[config.mk]
export PLATFORM = sky130hd
export DESIGN_NAME = ptbc_time_base
export DESIGN_NICKNAME = d
export VERILOG_FILES = /design/src/logic/ptbc_prescaler.v /design/src/logic/ptbc_counter.v /design/src/logic/ptbc_time_base.v
export VERILOG_INCLUDE_DIRS = /design/src /design/src/logic
export SDC_FILE = /design/constraint.sdc
export NUM_CORES = 1
export LEC_CHECK = 0
export ABC_AREA = 1
export BUFFER_PORTS_ARGS = -buffer_cell sky130_fd_sc_hd__buf_4
export CAP_MARGIN = 20
export CORE_UTILIZATION = 50
export CTS_CLUSTER_DIAMETER = 150
export DETAILED_ROUTE_END_ITERATION = 12
export PLACE_DENSITY = 0.8
export SYNTH_ARGS = -nofsm -noshare
export SYNTH_HDL_FRONTEND = slang
export SYNTH_SLANG_ARGS = --single-unit
[constraint.sdc]
create_clock -name aclk -period 2.2 [get_ports aclk]
set_input_delay 0.33 -clock aclk [delete_from_list [all_inputs] [get_ports aclk]]
set_output_delay 0.33 -clock aclk [all_outputs]
set_load 0.01 [all_outputs]
[src/logic/ptbc_defs.vh]
// register offsets, field positions and reset values of the time base counter
`ifndef PTBC_DEFS_VH
`define PTBC_DEFS_VH

`define PTBC_OFF_COUNT      5'h00
`define PTBC_OFF_CTRL       5'h04
`define PTBC_OFF_IRQ_STATUS 5'h08
`define PTBC_OFF_IRQ_MASK   5'h0c
`define PTBC_OFF_LOWPOWER   5'h10

`define PTBC_CS_OVF_BIT     5
`define PTBC_CS_IRQEN_BIT   4
`define PTBC_CS_EN_BIT      3
`define PTBC_CS_PSEL_HI     2
`define PTBC_CS_PSEL_LO     0

`define PTBC_LP_WAIT_BIT    0
`define PTBC_LP_HALT_BIT    1

`define PTBC_COUNT_RST      8'h00
`define PTBC_CTRL_RST       8'h00
`define PTBC_IRQEN_RST      1'b0
`define PTBC_EN_RST         1'b0
`define PTBC_PSEL_RST       3'h0
`define PTBC_MASK_RST       1'b0
`define PTBC_LP_RST         2'b00

`define PTBC_RESP_OKAY      2'b00
`define PTBC_RESP_SLVERR    2'b10

`endif

[src/logic/ptbc_prescaler.v]
// prescaler: divider held at zero while run is low, with a one-cycle tick at the selected power of two
`timescale 1ns/1ps
module ptbc_prescaler (
    input  wire       aclk,
    input  wire       aresetn,
    input  wire       run,
    input  wire [2:0] prescale_select,
    output wire       tick
);
    reg  [7:0] div_q;
    wire [7:0] div_d;
    wire [7:0] last;

    // divide factor is 2 << select, so terminal count is that minus one
    assign last  = (8'h02 << prescale_select) - 8'h01;
    assign tick  = run && (div_q == last);
    assign div_d = (!run || tick) ? 8'h00 : div_q + 8'h01;

    always @(posedge aclk) begin
        if (!aresetn) begin
            div_q <= 8'h00;
        end else begin
            div_q <= div_d;
        end
    end
endmodule

[src/logic/ptbc_counter.v]
// 8-bit up-counter with software load and wrap pulse
`timescale 1ns/1ps
`include "ptbc_defs.vh"
module ptbc_counter (
    input  wire       aclk,
    input  wire       aresetn,
    input  wire       tick,
    input  wire       load,
    input  wire [7:0] load_value,
    output reg  [7:0] count_value,
    output wire       wrap
);
    assign wrap = tick && !load && (count_value == 8'hff);

    always @(posedge aclk) begin
        if (!aresetn) begin
            count_value <= `PTBC_COUNT_RST;
        end else if (load) begin
            count_value <= load_value;
        end else if (tick) begin
            count_value <= count_value + 8'h01;
        end
    end
endmodule

[src/logic/ptbc_time_base.v]
// time base unit: prescaled 8-bit counter with overflow flag behind an AXI4-Lite slave
`timescale 1ns/1ps
`include "ptbc_defs.vh"
module ptbc_time_base (
    input  wire        aclk,
    input  wire        aresetn,
    input  wire [4:0]  s_axi_awaddr,
    input  wire        s_axi_awvalid,
    output wire        s_axi_awready,
    input  wire [31:0] s_axi_wdata,
    input  wire [3:0]  s_axi_wstrb,
    input  wire        s_axi_wvalid,
    output wire        s_axi_wready,
    output reg  [1:0]  s_axi_bresp,
    output reg         s_axi_bvalid,
    input  wire        s_axi_bready,
    input  wire [4:0]  s_axi_araddr,
    input  wire        s_axi_arvalid,
    output wire        s_axi_arready,
    output reg  [31:0] s_axi_rdata,
    output reg  [1:0]  s_axi_rresp,
    output reg         s_axi_rvalid,
    input  wire        s_axi_rready,
    output wire        overflow_irq,
    output wire        irq
);
    reg  [4:0] awaddr_q;
    reg        aw_held_q;
    reg [31:0] wdata_q;
    reg        wstrb0_q;
    reg        w_held_q;
    reg        overflow_flag_q;
    reg        overflow_irq_enable_q;
    reg        count_enable_bit_q;
    reg  [2:0] prescale_select_q;
    reg        irq_status_q;
    reg        irq_mask_q;
    reg  [1:0] lowpower_q;
    wire [7:0] count_value;
    wire       tick;
    wire       wrap;
    wire       run;
    wire       wr_fire;
    wire       rd_fire;
    wire       wr_lane0;
    wire       rd_cs;
    wire [7:0] cs_read;
    wire [4:0] wr_word;
    wire [4:0] rd_word;
    reg        wsel_count;
    reg        wsel_ctrl;
    reg        wsel_status;
    reg        wsel_mask;
    reg        wsel_lowpower;
    reg        wsel_none;
    reg [31:0] rdata_d;
    reg  [1:0] rresp_d;

    // write channels are captured independently; response follows both
    assign s_axi_awready = !aw_held_q && !s_axi_bvalid;
    assign s_axi_wready  = !w_held_q && !s_axi_bvalid;
    assign s_axi_arready = !s_axi_rvalid;
    assign wr_fire       = aw_held_q && w_held_q && !s_axi_bvalid;
    assign rd_fire       = s_axi_arvalid && s_axi_arready;
    assign wr_lane0      = wr_fire && wstrb0_q;

    assign run = count_enable_bit_q && !lowpower_q[`PTBC_LP_HALT_BIT];
    assign wr_word = {awaddr_q[4:2], 2'b00};
    assign rd_word = {s_axi_araddr[4:2], 2'b00};
    assign rd_cs   = rd_fire && (rd_word == `PTBC_OFF_CTRL);

    assign cs_read = {2'b00, overflow_flag_q, overflow_irq_enable_q,
                      count_enable_bit_q, prescale_select_q};

    // write target from the held address; anything past the last register answers an error
    always @* begin
        wsel_count    = 1'b0;
        wsel_ctrl     = 1'b0;
        wsel_status   = 1'b0;
        wsel_mask     = 1'b0;
        wsel_lowpower = 1'b0;
        wsel_none     = 1'b0;
        case (wr_word)
            `PTBC_OFF_COUNT: begin
                wsel_count = 1'b1;
            end
            `PTBC_OFF_CTRL: begin
                wsel_ctrl = 1'b1;
            end
            `PTBC_OFF_IRQ_STATUS: begin
                wsel_status = 1'b1;
            end
            `PTBC_OFF_IRQ_MASK: begin
                wsel_mask = 1'b1;
            end
            `PTBC_OFF_LOWPOWER: begin
                wsel_lowpower = 1'b1;
            end
            default: begin
                wsel_none = 1'b1;
            end
        endcase
    end

    // read word for the address on the bus, latched when the read is taken
    always @* begin
        rdata_d = 32'h00000000;
        rresp_d = `PTBC_RESP_OKAY;
        case (rd_word)
            `PTBC_OFF_COUNT: begin
                rdata_d = {24'h000000, count_value};
            end
            `PTBC_OFF_CTRL: begin
                rdata_d = {24'h000000, cs_read};
            end
            `PTBC_OFF_IRQ_STATUS: begin
                rdata_d = {31'h00000000, irq_status_q};
            end
            `PTBC_OFF_IRQ_MASK: begin
                rdata_d = {31'h00000000, irq_mask_q};
            end
            `PTBC_OFF_LOWPOWER: begin
                rdata_d = {30'h00000000, lowpower_q};
            end
            default: begin
                rresp_d = `PTBC_RESP_SLVERR;
            end
        endcase
    end

    ptbc_prescaler u_prescaler (
        .aclk            (aclk),
        .aresetn         (aresetn),
        .run             (run),
        .prescale_select (prescale_select_q),
        .tick            (tick)
    );

    ptbc_counter u_counter (
        .aclk        (aclk),
        .aresetn     (aresetn),
        .tick        (tick),
        .load        (wr_lane0 && wsel_count),
        .load_value  (wdata_q[7:0]),
        .count_value (count_value),
        .wrap        (wrap)
    );

    assign overflow_irq = overflow_flag_q && overflow_irq_enable_q;
    assign irq          = irq_status_q && irq_mask_q;

    always @(posedge aclk) begin
        if (!aresetn) begin
            aw_held_q    <= 1'b0;
            w_held_q     <= 1'b0;
            awaddr_q     <= 5'h00;
            wdata_q      <= 32'h00000000;
            wstrb0_q     <= 1'b0;
            s_axi_bvalid <= 1'b0;
            s_axi_bresp  <= `PTBC_RESP_OKAY;
        end else begin
            if (s_axi_awvalid && s_axi_awready) begin
                aw_held_q <= 1'b1;
                awaddr_q  <= s_axi_awaddr;
            end
            if (s_axi_wvalid && s_axi_wready) begin
                w_held_q <= 1'b1;
                wdata_q  <= s_axi_wdata;
                wstrb0_q <= s_axi_wstrb[0];
            end
            if (wr_fire) begin
                aw_held_q    <= 1'b0;
                w_held_q     <= 1'b0;
                s_axi_bvalid <= 1'b1;
                s_axi_bresp  <= wsel_none ? `PTBC_RESP_SLVERR : `PTBC_RESP_OKAY;
            end else if (s_axi_bvalid && s_axi_bready) begin
                s_axi_bvalid <= 1'b0;
            end
        end
    end

    always @(posedge aclk) begin
        if (!aresetn) begin
            overflow_irq_enable_q <= `PTBC_IRQEN_RST;
            count_enable_bit_q    <= `PTBC_EN_RST;
            prescale_select_q     <= `PTBC_PSEL_RST;
            irq_mask_q            <= `PTBC_MASK_RST;
            lowpower_q            <= `PTBC_LP_RST;
        end else begin
            if (wr_lane0 && wsel_ctrl) begin
                // flag bit and bits 7:6 are not stored from the write
                overflow_irq_enable_q <= wdata_q[`PTBC_CS_IRQEN_BIT];
                count_enable_bit_q    <= wdata_q[`PTBC_CS_EN_BIT];
                prescale_select_q     <= wdata_q[`PTBC_CS_PSEL_HI:`PTBC_CS_PSEL_LO];
            end
            if (wr_lane0 && wsel_mask) begin
                irq_mask_q <= wdata_q[0];
            end
            if (wr_lane0 && wsel_lowpower) begin
                lowpower_q <= wdata_q[`PTBC_LP_HALT_BIT:`PTBC_LP_WAIT_BIT];
            end
        end
    end

    // set wins over both clears
    always @(posedge aclk) begin
        if (!aresetn) begin
            overflow_flag_q <= 1'b0;
            irq_status_q    <= 1'b0;
        end else begin
            if (wrap) begin
                overflow_flag_q <= 1'b1;
            end else if (rd_cs) begin
                overflow_flag_q <= 1'b0;
            end
            if (wrap) begin
                irq_status_q <= 1'b1;
            end else if (wr_lane0 && wsel_status && wdata_q[0]) begin
                irq_status_q <= 1'b0;
            end
        end
    end

    always @(posedge aclk) begin
        if (!aresetn) begin
            s_axi_rvalid <= 1'b0;
            s_axi_rdata  <= 32'h00000000;
            s_axi_rresp  <= `PTBC_RESP_OKAY;
        end else if (rd_fire) begin
            s_axi_rvalid <= 1'b1;
            s_axi_rdata  <= rdata_d;
            s_axi_rresp  <= rresp_d;
        end else if (s_axi_rready) begin
            s_axi_rvalid <= 1'b0;
        end
    end
endmodule

Word level (Yosys, flattened, before mapping)
Cells that the tools add are included.
{"block": "totals", "regBits": 80, "out_inout_bits": 43, "word_cells": 93}
{"block": "classes", "addsub": 3, "n_eq_ne": 10, "shift": 1, "muxes": 18, "bitwise": 1, "n_reduce_logical": 41}
{"operator": "$pmux W8 S5", "count": 1}
{"operator": "$logic_and A1 B1 Y1", "count": 22}
{"operator": "$add A8 B1 Y8 const B", "count": 2}
{"operator": "$mux W8", "count": 2}
{"operator": "$mux W1", "count": 13}
{"operator": "$eq A3 B2 Y1 const B", "count": 4}
{"operator": "$logic_not A5 Y1", "count": 2}
{"operator": "$reduce_bool A2 Y1", "count": 5}
{"operator": "$reduce_or A5 Y1", "count": 2}
{"operator": "$eq A8 B8 Y1", "count": 1}
{"operator": "$eq A8 B8 Y1 const B", "count": 1}
{"operator": "$shl A2 B3 Y8 const A", "count": 1}
{"operator": "$sub A8 B1 Y8 const B", "count": 1}
{"operator": "$logic_not A1 Y1", "count": 7}
{"operator": "$eq A3 B1 Y1 const B", "count": 2}
{"operator": "$eq A3 B3 Y1 const B", "count": 2}
{"operator": "$mux W2", "count": 2}
{"operator": "$reduce_or A2 Y1", "count": 2}
{"operator": "$logic_or A1 B1 Y1", "count": 1}
{"operator": "$not A1 Y1", "count": 1}

Depth between registers and ports, before layout
Gate-level depths: netlist of the first run.
{"block": "logic_depth", "word_depth": 8, "ltp_mapped": 15, "ltp_nobuf": 15}

By module
From an unflattened synthesis of the first run, not the netlist that was laid out.
{"block": "unflattened", "hier_cells": 404, "area_unflattened_um2": 2894.0}
{"module": "ptbc_time_base", "instances": 1, "cells_each": 234, "area_each_um2": 1752.9}
{"module": "ptbc_prescaler", "instances": 1, "cells_each": 99, "area_each_um2": 620.6}
{"module": "ptbc_counter", "instances": 1, "cells_each": 71, "area_each_um2": 520.5}

Worst setup path after synthesis of the first run
No wires, ideal clock.
{"block": "synth_path", "kind": "reg2reg", "start": "reg prescale_select_q[0]", "end": "reg u_counter.count_value[2]", "arrival_time_ns": 1.769, "slack_ns": 0.360, "path_stages_with_launch": 15, "path_cell_list": "dfxtp_1 -> nor2_2 -> nand2_1 -> ha_1 -> nand2_1 -> inv_1 -> nor2_1 -> nand3_1 -> nor2_1 -> nand2_1 -> nor2_4 -> nand3_4 -> nand2_4 -> nand2_1 -> a21oi_1"}
{"block": "synth_via", "elab_chain_cells": 5}
{"item": "start, declared", "line_no": "ptbc_time_base.v:35", "rtl": "reg [2:0] prescale_select_q;"}
{"item": "start signal, assigned", "line_no": "ptbc_time_base.v:186", "rtl": "prescale_select_q <= `PTBC_PSEL_RST;"}
{"item": "start signal, assigned", "line_no": "ptbc_time_base.v:194", "rtl": "prescale_select_q <= wdata_q[`PTBC_CS_PSEL_HI:`PTBC_CS_PSEL_LO];"}
{"item": "$shl A2 B3 Y8", "line_no": "ptbc_prescaler.v:15", "rtl": "assign last = (8'h02 << prescale_select) - 8'h01;"}
{"item": "$sub A8 B1 Y8", "line_no": "ptbc_prescaler.v:15"}
{"item": "$eq A8 B8 Y1", "line_no": "ptbc_prescaler.v:16", "rtl": "assign tick = run && (div_q == last);"}
{"item": "$logic_and A1 B1 Y1", "line_no": "ptbc_prescaler.v:16"}
{"item": "$reduce_bool A2 Y1 (no line)"}
{"item": "end signal, assigned", "line_no": "ptbc_counter.v:17", "rtl": "count_value <= `PTBC_COUNT_RST;"}
{"item": "end signal, assigned", "line_no": "ptbc_counter.v:19", "rtl": "count_value <= load_value;"}
{"item": "end signal, assigned", "line_no": "ptbc_counter.v:21", "rtl": "count_value <= count_value + 8'h01;"}
{"item": "end, declared", "line_no": "ptbc_counter.v:10", "rtl": "output reg [7:0] count_value,"}
Every way passes these cells.
A chain may end at the register's enable or synchronous reset.

Worst setup path in the final report of the first run
{"block": "layout_path", "start": "reg prescale_select_q[2]", "end": "reg u_counter.count_value[2]"}
Same word-level chain as after synthesis.

==> results of run 1 <==
==> per-layer routing <==
layer | global-route usage [%] | vias up | wire (um)
met5 | 0 | - | 0
met1 | 25.2 | 1128 | 2630
met4 | 6.15 | 0 | 71
met2 | 34.3 | 71 | 2820
li1 | - | 1346 | -
met3 | 4.76 | 7 | 297
==> stage by stage <==
step | cells | hold slack, ns | util (%) | setup WS [ns]
3_5_place_dp | 511 | 0.452 | 58.3 | 0.0188
4_1_cts | 519 | 0.253 | 60.5 | 0.0263
5_1_grt | 523 | 0.281 | 61.4 | 0.000610
2_1_floorplan | 434 | 0.437 | - | 0.360
3_3_place_gp | 511 | 0.451 | 58.3 | 0.0871
6_report | 523 | 0.257 | 61.4 | 0.146
==> worst reg2reg max path, delay by kind of cell, from the launching register on <==
family	cells	cell delay (ns)
buffers and inverters	3	0.31
and+or+nand+nor	9	0.85
AOI/OAI and AO/OA	1	0.07
DFF	1	0.40
adders and majority gates	1	0.29
==> what timing repair did <==
action / in CTS / in global routing
gates resized for setup: 1 / 8
buffers inserted: 0 / 4
hold endpoints to repair: 0 / 0
pin swaps: 0 / 5
setup endpoints to repair: 4 / 18
==> state kept, by name, summed over array words and instances, names as in the netlist <==
register and count:
overflow_flag_q 1, aw_held_q 1, s_axi_rvalid 1, s_axi_bvalid 1
s_axi_rresp 1, wstrb0_q 1, count_enable_bit_q 1, s_axi_rdata 8
prescale_select_q 3, u_counter.count_value 8, overflow_irq_enable_q 1, w_held_q 1
lowpower_q 2, irq_mask_q 1, awaddr_q 3, wdata_q 8
s_axi_bresp 1, u_prescaler.div_q 8, irq_status_q 1
==> where the power goes <==
| group | internal [uW] | switching, uW | total [uW] |
|---|---|---|---|
| combinational | 70.7 | 120 | 190 |
| sequential | 973 | 26.4 | 999 |
| clock | 344 | 326 | 670 |
==> worst min path at each step <==
| stage | from | endpoint | slack [ns] | depth (start not counted) |
|---|---|---|---|---|
| final | s_axi_bready | s_axi_bvalid$_SDFFE_PN0P_ | 0.26 | 4 |
| after global routing | s_axi_bready | s_axi_bvalid$_SDFFE_PN0P_ | 0.28 | 4 |
| after CTS | s_axi_bready | s_axi_bvalid$_SDFFE_PN0P_ | 0.25 | 4 |
| after detailed placement | overflow_irq_enable_q$_SDFFE_PN0P_ | overflow_irq_enable_q$_SDFFE_PN0P_ | 0.45 | 2 |
| after global placement | overflow_irq_enable_q$_SDFFE_PN0P_ | overflow_irq_enable_q$_SDFFE_PN0P_ | 0.45 | 2 |
| after floorplan | overflow_irq_enable_q$_SDFFE_PN0P_ | overflow_irq_enable_q$_SDFFE_PN0P_ | 0.44 | 2 |
==> layout make-up <==
cell class	instances	area (um2)
tap	70	87.6
inverter	47	176
fill	497	2020
sequential	52	1050
clock buffer	6	72.6
multi-input combinational	301	1460
clock inverter	2	38.8
timing repair buffer	45	338
==> placed cells by master, fill, tap and decap left out, drive strengths merged <==
cell type and n:
conb 26, xor2 10, o2111ai 2, inv 46, o211ai 1, o21ai 36, xnor2 1, a21boi 1
clkbuf 6, nand2 90, ha 3, nor2 56, o31ai 1, dfxtp 52, nor3 7, bufinv 1
o21a 1, clkinv 2, nand3 31, nand4 3, a21oi 32, buf 45
==> cell families (layout without fill, tap and decap cells) <==
logic type | count (synthesis) | in the layout | share of synthesized area [%]
flip-flops | 52 | 52 | 37.3
buffers and inverters | 81 | 100 | 14.5
AO/OA/AOI/OAI | 74 | 74 | 13.9
XOR/XNOR | 11 | 11 | 3.45
AND/OR/NAND/NOR | 187 | 187 | 29.4
other | 1 | 26 | 0.134
adder cells (fa/ha/maj) | 3 | 3 | 1.34
==> flow_metrics.py, run 1 <==
metrics = {
    "floorplanning": {
        "effective_utilization_at_floorplan_pct": 53.3,
        "fp-row-count": 26,
        "fp.dieH_um": 76.7,
        "fp.coreArea_um2": 5240,
        "design.die.area_um2": 5890,
        "num_io_pins": 96,
        "die_width_um": 76.7,
    },
    "worst_setup_path": {
        "cp-endpoint": "u_counter.count_value[2]$_SDFFE_PN0P_",
        "worstPathMaxFanout": 7,
        "worst-path-buf-inv": 3,
        "r2r_start": "prescale_select_q[2]$_SDFFE_PN0P_",
        "critical_path.startpoint": "prescale_select_q[2]$_SDFFE_PN0P_",
        "worstSetupPathType": "flop to flop",
        "critical_path.top_delay_family": "simple AND/OR/NAND/NOR gates",
        "path_cells": "inv_2 > nand2_1 > ha_2 > nand2_1 > inv_1 > nor2_1 > nand3_1 > nor2_1 > nand2_1 > nor2_4 > nand3_4 > buf_4 > nand3_1 > a21oi_1",
        "crit_required_ns": 2.38,
        "worst_path_max_delay_cell": "dfxtp_2",
        "critical_path_cell_count": 14,
        "setup.worst_path.start_class": "flop",
        "regToRegSetupSlack_ns": 0.15,
        "worstReg2RegEnd": "u_counter.count_value[2]$_SDFFE_PN0P_",
        "critical-path-top-cell-by-count": "nand2_1",
        "worstPathArrival_ns": 2.23,
        "worst_path_largest_cell_delay_ns": 0.40,
        "reg2reg_depth": 14,
        "end_kind": "flop",
    },
    "synth": {
        "synth_edf_count": 0,
        "synthArstFlopShare_pct": 0,
        "synth_most_common_cell": "nand2_1",
        "synth_flop_cell": "dfxtp_1",
        "synth_top_cell_by_area": "dfxtp_1",
        "yosysSeqAreaShare_pct": 37.3,
        "synth_cell_types": 33,
        "synthTopCellsByArea": "dfxtp_1 37%, nand2_1 11%, nor2_1 7.1%, buf_4 7.0%, o21ai_0 6.3%",
        "synth_common_cells": "85 x nand2_1, 53 x nor2_1, 52 x dfxtp_1",
        "syn_area_per_cell_um2": 6.83,
        "number_of_synthesized_register_bits": 52,
        "synth_top_cell_area_share_pct": 37.3,
        "synth_warnings": 0,
        "cells_after_synth": 409,
        "mappedNetlistArea_um2": 2790,
    },
    "placed_design": {
        "placedInstanceArea_um2": 3050,
        "dpl.hpwl_mm": 4.35,
        "routabilityCongestion": 0.880,
        "numPortBuffers": 38,
    },
    "outcome": {
        "run_status": "completed",
    },
    "clock_tree": {
        "worst_setup_hold_path_clk_slew_ns": 0.10,
        "clockRootBuffer": "clkbuf_8",
        "tritoncts.num_buffers": 5,
        "cts_hold_repair.buffers": 0,
        "htree_levels": 2,
        "max_root_sink_buffers": 2,
        "worstSkewPairLatency_ns": 0.31,
        "clock_tree_from_tritoncts": "done",
        "clock_sink_count": 52,
    },
    "layout": {
        "finish.net_count": 508,
        "synthesis_to_layout_area_growth_pct": 15.2,
        "post_route_cells_drive_above_1_share_pct": 17.0,
        "antenna_cells_inserted": 0,
        "final_area_um2": 3220,
    },
    "timing": {
        "finalSetupViolations": 0,
        "period_share_pct": 93.4,
        "final.setup_skew_ns": 0.0107,
        "finalCriticalPeriod_ns": 2.05,
        "hold_viol_final": 0,
        "maxSlewViolCount": 0,
        "worst-slew-pin-transition_ns": 0.564,
        "max-slew-margin-rel_pct": 62.1,
        "grt_setup_unrepaired": "false",
        "setup_total_negative_slack_ns": 0,
        "fmaxAchievable_mhz": 487,
    },
    "grt": {
        "grt.overflow.total": 0,
        "first_global_vias": 2207,
        "antenna_found_initial": 0,
        "maximum_number_of_pins_on_one_net_before_global_route_repair": 28,
        "grt_first_pass_wirelength_mm": 9.67,
        "global_route.usage.total_pct": 20.2,
    },
    "drt": {
        "postRouteWirelength_mm": 5.82,
        "violation_count_after_the_first_detailed_route_iteration": 156,
        "drt-vias-per-instance": 4.88,
        "number_of_drc_violations_after_detailed_routing": 0,
        "drt_pass1_iterations": 4,
        "drt.antenna.violating_nets": 0,
        "num_vias": 2552,
        "wl_per_cell_um": 11.1,
    },
    "job": {
        "cap_violations": 0,
    },
    "pwr": {
        "vdd.ir_drop.worst_v": 0.000373,
        "power_density_over_the_cells_nw_per_um2": 578,
        "cellLeakagePower_uw": 0.00137,
        "post-layout-total-power_uw": 1860,
    },
    "hold_path": {
        "worst_hold_path_type": "input pin to flop",
    },
}
(Power assumes the default switching activity.)
==> inputs of run 2 (changes only) <==
- CELL_PAD_IN_SITES_DETAIL_PLACEMENT: unset -> 0
- CELL_PAD_IN_SITES_GLOBAL_PLACEMENT: unset -> 1
- CORE_UTILIZATION: 50 -> 34
- PLACE_DENSITY: 0.8 -> unset
- PLACE_DENSITY_LB_ADDON: unset -> 0.1
==> run 2 against run 1 <==
Core utilization shrank 20 points. Wire length grew 12%. Worst setup slack gained 0.019 ns. Combinational power is essentially flat. Worst hold slack gained 0.0066 ns. Register-to-register slack gained 0.02 ns. Sequential power is essentially flat. Critical path type unchanged. Sequential share of layout area shrank 0.55 points. Fmax grew 0.96%. Clock skew grew 0.0024 ns. Clock-buffer cell count is the same. Die area grew 46%.
==> flow_metrics.py, run 2 (synthesis gave the netlist of run 1 again) <==
metrics = {
    "layout": {
        "finish.net_count": 511,
        "most-common-layout-cells": "85 x nand2_1, 53 x nor2_1, 52 x dfxtp_1",
        "post_route_cells_drive_above_1_share_pct": 16.2,
        "final_area_um2": 3260,
        "synthesis_to_layout_area_growth_pct": 16.6,
        "antenna_cells_inserted": 0,
        "finalNonFillerCells": 558,
        "mostFrequentLayoutCell": "nand2_1",
    },
    "grt": {
        "use_met3_pct": 2.71,
        "grt.met1_usage_pct": 23.7,
        "maximum_number_of_pins_on_one_net_before_global_route_repair": 27,
        "grt_first_pass_wirelength_mm": 11.1,
        "global_route.usage.total_pct": 16.3,
        "grt.overflow.total": 0,
        "first_global_vias": 2298,
        "grt.busiest_layer": "met2",
        "grtUsageMet2_pct": 25.2,
        "antenna_found_initial": 0,
    },
    "floorplanning": {
        "effective_utilization_at_floorplan_pct": 35.6,
        "design.die.area_um2": 8580,
        "die_width_um": 92.6,
        "num_io_pins": 96,
        "fp.coreArea_um2": 7850,
        "fp.dieH_um": 92.6,
        "fp-row-count": 32,
    },
    "clock_tree": {
        "worst_setup_hold_path_clk_slew_ns": 0.09,
        "tritoncts.num_buffers": 5,
        "clockRootBuffer": "clkbuf_8",
        "clock_tree_from_tritoncts": "done",
        "worstSkewPairLatency_ns": 0.31,
        "clock_sink_count": 52,
        "htree_levels": 2,
        "max_root_sink_buffers": 2,
    },
    "placed_design": {
        "placedInstanceArea_um2": 3130,
        "numPortBuffers": 38,
        "dpl.hpwl_mm": 4.94,
        "dp.cells": 548,
        "routabilityCongestion": 0.755,
    },
    "worst_setup_path": {
        "worst_path_largest_cell_delay_ns": 0.37,
        "worstReg2RegEnd": "u_counter.count_value[7]$_SDFFE_PN0P_",
        "worst_path_max_delay_cell": "dfxtp_1",
        "end_kind": "flop",
        "reg2reg_depth": 14,
        "path_cells": "nor2_2 > nand2_1 > ha_2 > nand2_1 > inv_1 > nor2_1 > nand3_1 > nor2_1 > nand2_1 > nor2_4 > nand3_4 > buf_12 > nand3_1 > a21oi_1",
        "critical_path_cell_count": 14,
        "r2r_start": "prescale_select_q[0]$_SDFFE_PN0P_",
        "critical_path.top_delay_family": "simple AND/OR/NAND/NOR gates",
        "worstSetupPathType": "flop to flop",
        "regToRegSetupSlack_ns": 0.17,
        "worstPathArrival_ns": 2.24,
        "crit_required_ns": 2.40,
        "critical_path.startpoint": "prescale_select_q[0]$_SDFFE_PN0P_",
        "worstPathMaxFanout": 6,
        "setup.worst_path.start_class": "flop",
        "cp-endpoint": "u_counter.count_value[7]$_SDFFE_PN0P_",
        "worst-path-buf-inv": 2,
        "critical-path-top-cell-by-count": "nand2_1",
    },
    "pwr": {
        "cellLeakagePower_uw": 0.00138,
        "vdd.ir_drop.worst_v": 0.000290,
        "power_density_over_the_cells_nw_per_um2": 538,
    },
    "drt": {
        "drt-vias-per-instance": 4.53,
        "postRouteWirelength_mm": 6.52,
        "drt_pass1_iterations": 5,
        "wl_per_cell_um": 11.7,
        "drt.antenna.violating_nets": 0,
        "number_of_drc_violations_after_detailed_routing": 0,
        "num_vias": 2526,
        "violation_count_after_the_first_detailed_route_iteration": 148,
    },
    "hold_path": {
        "worst_hold_path_type": "input pin to flop",
        "source_of_the_worst_hold_timing_path": "s_axi_bready",
    },
    "timing": {
        "hold_viol_final": 0,
        "final.setup_skew_ns": 0.0130,
        "finalSetupViolations": 0,
        "period_share_pct": 92.5,
        "fmaxAchievable_mhz": 491,
        "maxSlewViolCount": 0,
        "finalCriticalPeriod_ns": 2.03,
    },
    "outcome": {
        "run_status": "completed",
    },
    "job": {
        "cap_violations": 0,
    },
}
[run 2: cell count changes in the layout (fill, tap and decap cells not counted), sizes merged]
cell	delta
buf	+3
bufinv	-1
clkinv	+1
[run 2: area by class of cell]
| class | instances | area [um2] |
|---|---|---|
| fill | 870 | 4590 |
| clock buffer | 6 | 72.6 |
| multi-input combinational | 301 | 1450 |
| tap | 102 | 128 |
| sequential | 52 | 1040 |
| timing repair buffer | 48 | 373 |
| inverter | 47 | 176 |
| clock inverter | 2 | 13.8 |
[run 2: stage by stage]
step                utilization, %  worst slack, ns  hold WS, ns  setup TNS [ns]  power, uW
finish                        41.5            0.165        0.264               0       1750
global route                  41.5         -0.00601        0.263        -0.00674       1860
CTS                           41.0           0.0917        0.248               0       1780
detailed placement            39.9            0.130        0.458               0       1220
global placement              39.9            0.146        0.456               0       1220
floorplan                        -            0.360        0.437               0       1170
[run 2: metal layers]
metal | vias to the layer above | part of all wire [%]
li1 | 1350 | -
met1 | 1105 | 51
met2 | 65 | 44
met3 | 6 | 4.4
met4 | 0 | 0.58
met5 | - | 0
[run 2: worst min-delay path by stage]
stage | endpoint | slack (ns) | cells past startpoint
finish | s_axi_bvalid$_SDFFE_PN0P_ | 0.26 | 4
detailed placement | s_axi_rdata[5]$_SDFFE_PN0P_ | 0.46 | 2
global route | wdata_q[5]$_SDFFE_PN0P_ | 0.26 | 3
CTS | s_axi_bvalid$_SDFFE_PN0P_ | 0.25 | 4
global placement | s_axi_rdata[5]$_SDFFE_PN0P_ | 0.46 | 2
floorplan | overflow_irq_enable_q$_SDFFE_PN0P_ | 0.44 | 2
[run 2: power breakdown]
group | internal (uW) | switching (uW) | total, uW
registers | 974 | 27.7 | 1000
clock network | 228 | 328 | 555
logic | 73.1 | 120 | 193
[run 2: what timing repair did]
item                       4_1_cts  5_1_grt
setup buffers                    0        2
setup endpoints to repair        0       11
gates resized for setup          0        2
hold buffers                     0        0
[run 2: tightest hold or removal path, cell delays in order]
cell,delay (ns)
buf_4,0.08
inv_1,0.03
nand2_1,0.04
a21oi_1,0.06
==> inputs of run 3 (changes only) <==
- CELL_PAD_IN_SITES_DETAIL_PLACEMENT: 0 -> 1
- GPL_ROUTABILITY_DRIVEN: unset -> 0
- clock period: 2.2 -> 2 ns (I/O delays scaled with it)
==> run 3 against run 2 <==
Power grew 16%. Critical path depth is the same. Clock-buffer cell count shrank 1. Clock power grew 26%. Clock skew shrank 0.0069 ns. Wire length grew 12%. Largest cell class unchanged.
==> flow_metrics.py, run 3 (synthesis gave the netlist of run 1 again) <==
metrics = {
    "outcome": {
        "run_status": "completed",
    },
    "hold_path": {
        "source_of_the_worst_hold_timing_path": "s_axi_wdata[2]",
        "worst_hold_path_type": "input pin to flop",
    },
    "layout": {
        "area_occupied_by_registers_um2": 1050,
        "post_route_cells_drive_above_1_share_pct": 22.5,
        "final_area_um2": 3410,
        "mostFrequentLayoutCell": "nand2_1",
        "antenna_cells_inserted": 0,
        "fillers": 1043,
        "most-common-layout-cells": "77 x nand2_1, 55 x buf_4, 51 x nor2_1",
        "synthesis_to_layout_area_growth_pct": 22.3,
        "multiInputGateArea_um2": 1530,
        "finish.net_count": 520,
    },
    "pwr": {
        "power.net_switching_uw": 510,
        "share_seq_of_total_power_pct": 54.4,
        "cellLeakagePower_uw": 0.00145,
        "post-layout-total-power_uw": 2020,
        "vdd.ir_drop.worst_v": 0.000302,
        "combPwrFrac_pct": 11.1,
        "power_density_over_the_cells_nw_per_um2": 593,
        "internal_power_uw": 1510,
        "switching_share_pct": 25.2,
        "pwr-share-clk_pct": 34.5,
    },
    "worst_setup_path": {
        "worst_path_largest_cell_delay_ns": 0.37,
        "worstSetupPathType": "flop to flop",
        "end_kind": "flop",
        "crit_required_ns": 2.20,
        "worstPathMaxFanout": 4,
        "worst_path_max_delay_cell": "dfxtp_4",
        "path_cells": "nor2_4 > nand2_2 > ha_4 > nand2_2 > inv_2 > nor2_2 > nand3_1 > nor2_1 > nand2_1 > nor2_4 > nand3_4 > buf_6 > nand3_1 > a21oi_2",
        "worstPathArrival_ns": 2.19,
        "r2r_start": "prescale_select_q[1]$_SDFFE_PN0P_",
        "critical_path.startpoint": "prescale_select_q[1]$_SDFFE_PN0P_",
        "setup.worst_path.start_class": "flop",
    },
    "placed_design": {
        "numPortBuffers": 38,
        "dpl.hpwl_mm": 5.60,
        "placedInstanceArea_um2": 3180,
        "place_ws_ns": -0.0544,
    },
    "clock_tree": {
        "htree_levels": 2,
        "max_root_sink_buffers": 2,
        "tritoncts.num_buffers": 5,
        "worst_setup_hold_path_clk_slew_ns": 0.09,
        "clockRootBuffer": "clkbuf_8",
        "clock_sink_count": 52,
        "worstSkewPairLatency_ns": 0.31,
        "clock_tree_from_tritoncts": "done",
    },
    "drt": {
        "num_vias": 2645,
        "postRouteWirelength_mm": 7.32,
        "number_of_drc_violations_after_detailed_routing": 0,
        "drt-vias-per-instance": 4.68,
        "violation_count_after_the_first_detailed_route_iteration": 76,
        "drt.antenna.violating_nets": 0,
        "drt_pass1_iterations": 4,
        "wl_per_cell_um": 12.9,
    },
    "grt": {
        "grt_first_pass_wirelength_mm": 12.4,
        "first_global_vias": 2571,
        "grt.overflow.total": 0,
        "global_route.usage.total_pct": 18.3,
        "maximum_number_of_pins_on_one_net_before_global_route_repair": 27,
        "antenna_found_initial": 0,
    },
    "timing": {
        "final.setup.worst_slack_ns": 0.0104,
        "maxSlewViolCount": 0,
        "timing.hold.ws_ns": 0.239,
        "hold_viol_final": 0,
        "grt_setup_unrepaired": "true",
        "finalSetupViolations": 0,
        "worst-slew-pin-transition_ns": 0.538,
        "finalCriticalPeriod_ns": 1.99,
        "max-slew-margin-rel_pct": 64.0,
        "final.setup_skew_ns": 0.00607,
        "fmaxAchievable_mhz": 503,
        "period_share_pct": 99.5,
    },
    "floorplanning": {
        "fp.dieH_um": 92.6,
        "die_width_um": 92.6,
        "fp-row-count": 32,
        "fp.coreArea_um2": 7850,
        "effective_utilization_at_floorplan_pct": 35.6,
        "num_io_pins": 96,
        "design.die.area_um2": 8580,
    },
    "job": {
        "cap_violations": 0,
    },
}
run 3: changes by cell type in the layout (fill, tap and decap cells not counted), sizes merged:
cell / change
bufinv: +1
clkinv: -1
inv: -1
clkbuf: -1
buf: +9
run 3: path summary, 6_finish.rpt:
path	endpoint	slack, ns	cells after the start
setup reg to reg	u_counter.count_value[7]$_SDFFE_PN0P_	0.01	14
hold reg to reg	s_axi_rdata[2]$_SDFFE_PN0P_	0.47	2
hold / removal	wdata_q[2]$_SDFFE_PN0P_	0.24	3
setup / recovery	u_counter.count_value[7]$_SDFFE_PN0P_	0.01	14
run 3: layout make-up:
cell class / count / area share (%)
multi-input cells: 301 / 44.8
flip-flops and latches: 52 / 30.6
repair buffers: 57 / 12.8
inverters: 47 / 5.17
well taps: 102 / 3.74
clock buffers: 5 / 2.02
clock inverters: 1 / 0.880
run 3: what timing repair did:
item,CTS,global route
endpoints found under the setup margin,8,18
gates resized for setup,1,28
pin swaps,1,14
buffers inserted,2,2
hold buffers,0,0
hold endpoints to repair,0,0
run 3: power by group through the flow:
stage                     Combinational, uW  Sequential, uW  Clock (uW)
final                                   225            1100         698
after global routing                    259            1110         767
after CTS                               225            1100         718
after detailed placement                223            1130           0
after global placement                  217            1130           0
after floorplan                         168            1120           0
run 3: layer usage:
| metal | vias to the layer above | wire length [um] | GRT usage (%) |
|---|---|---|---|
| li1 | 1361 | - | - |
| met1 | 1234 | 3560 | 24.1 |
| met2 | 44 | 3460 | 31.0 |
| met3 | 6 | 222 | 3.45 |
| met4 | 0 | 68 | 3.85 |
| met5 | - | 0 | 0 |
run 3: critical path, delay by kind of cell, from the launching register on:
family	cells	cell delay [ns]
compound gates	1	0.06
fa+ha+maj	1	0.23
simple gates	10	1.02
flops	1	0.37
buf+inv	2	0.21
run 3: through the flow:
stage	std cells	util (%)	TNS, ns
floorplan	434	-	0
global placement	555	40.6	-0.0543
detailed placement	555	40.6	-0.314
CTS	563	42.2	0
global route	565	43.5	-0.816
finish	565	43.5	0
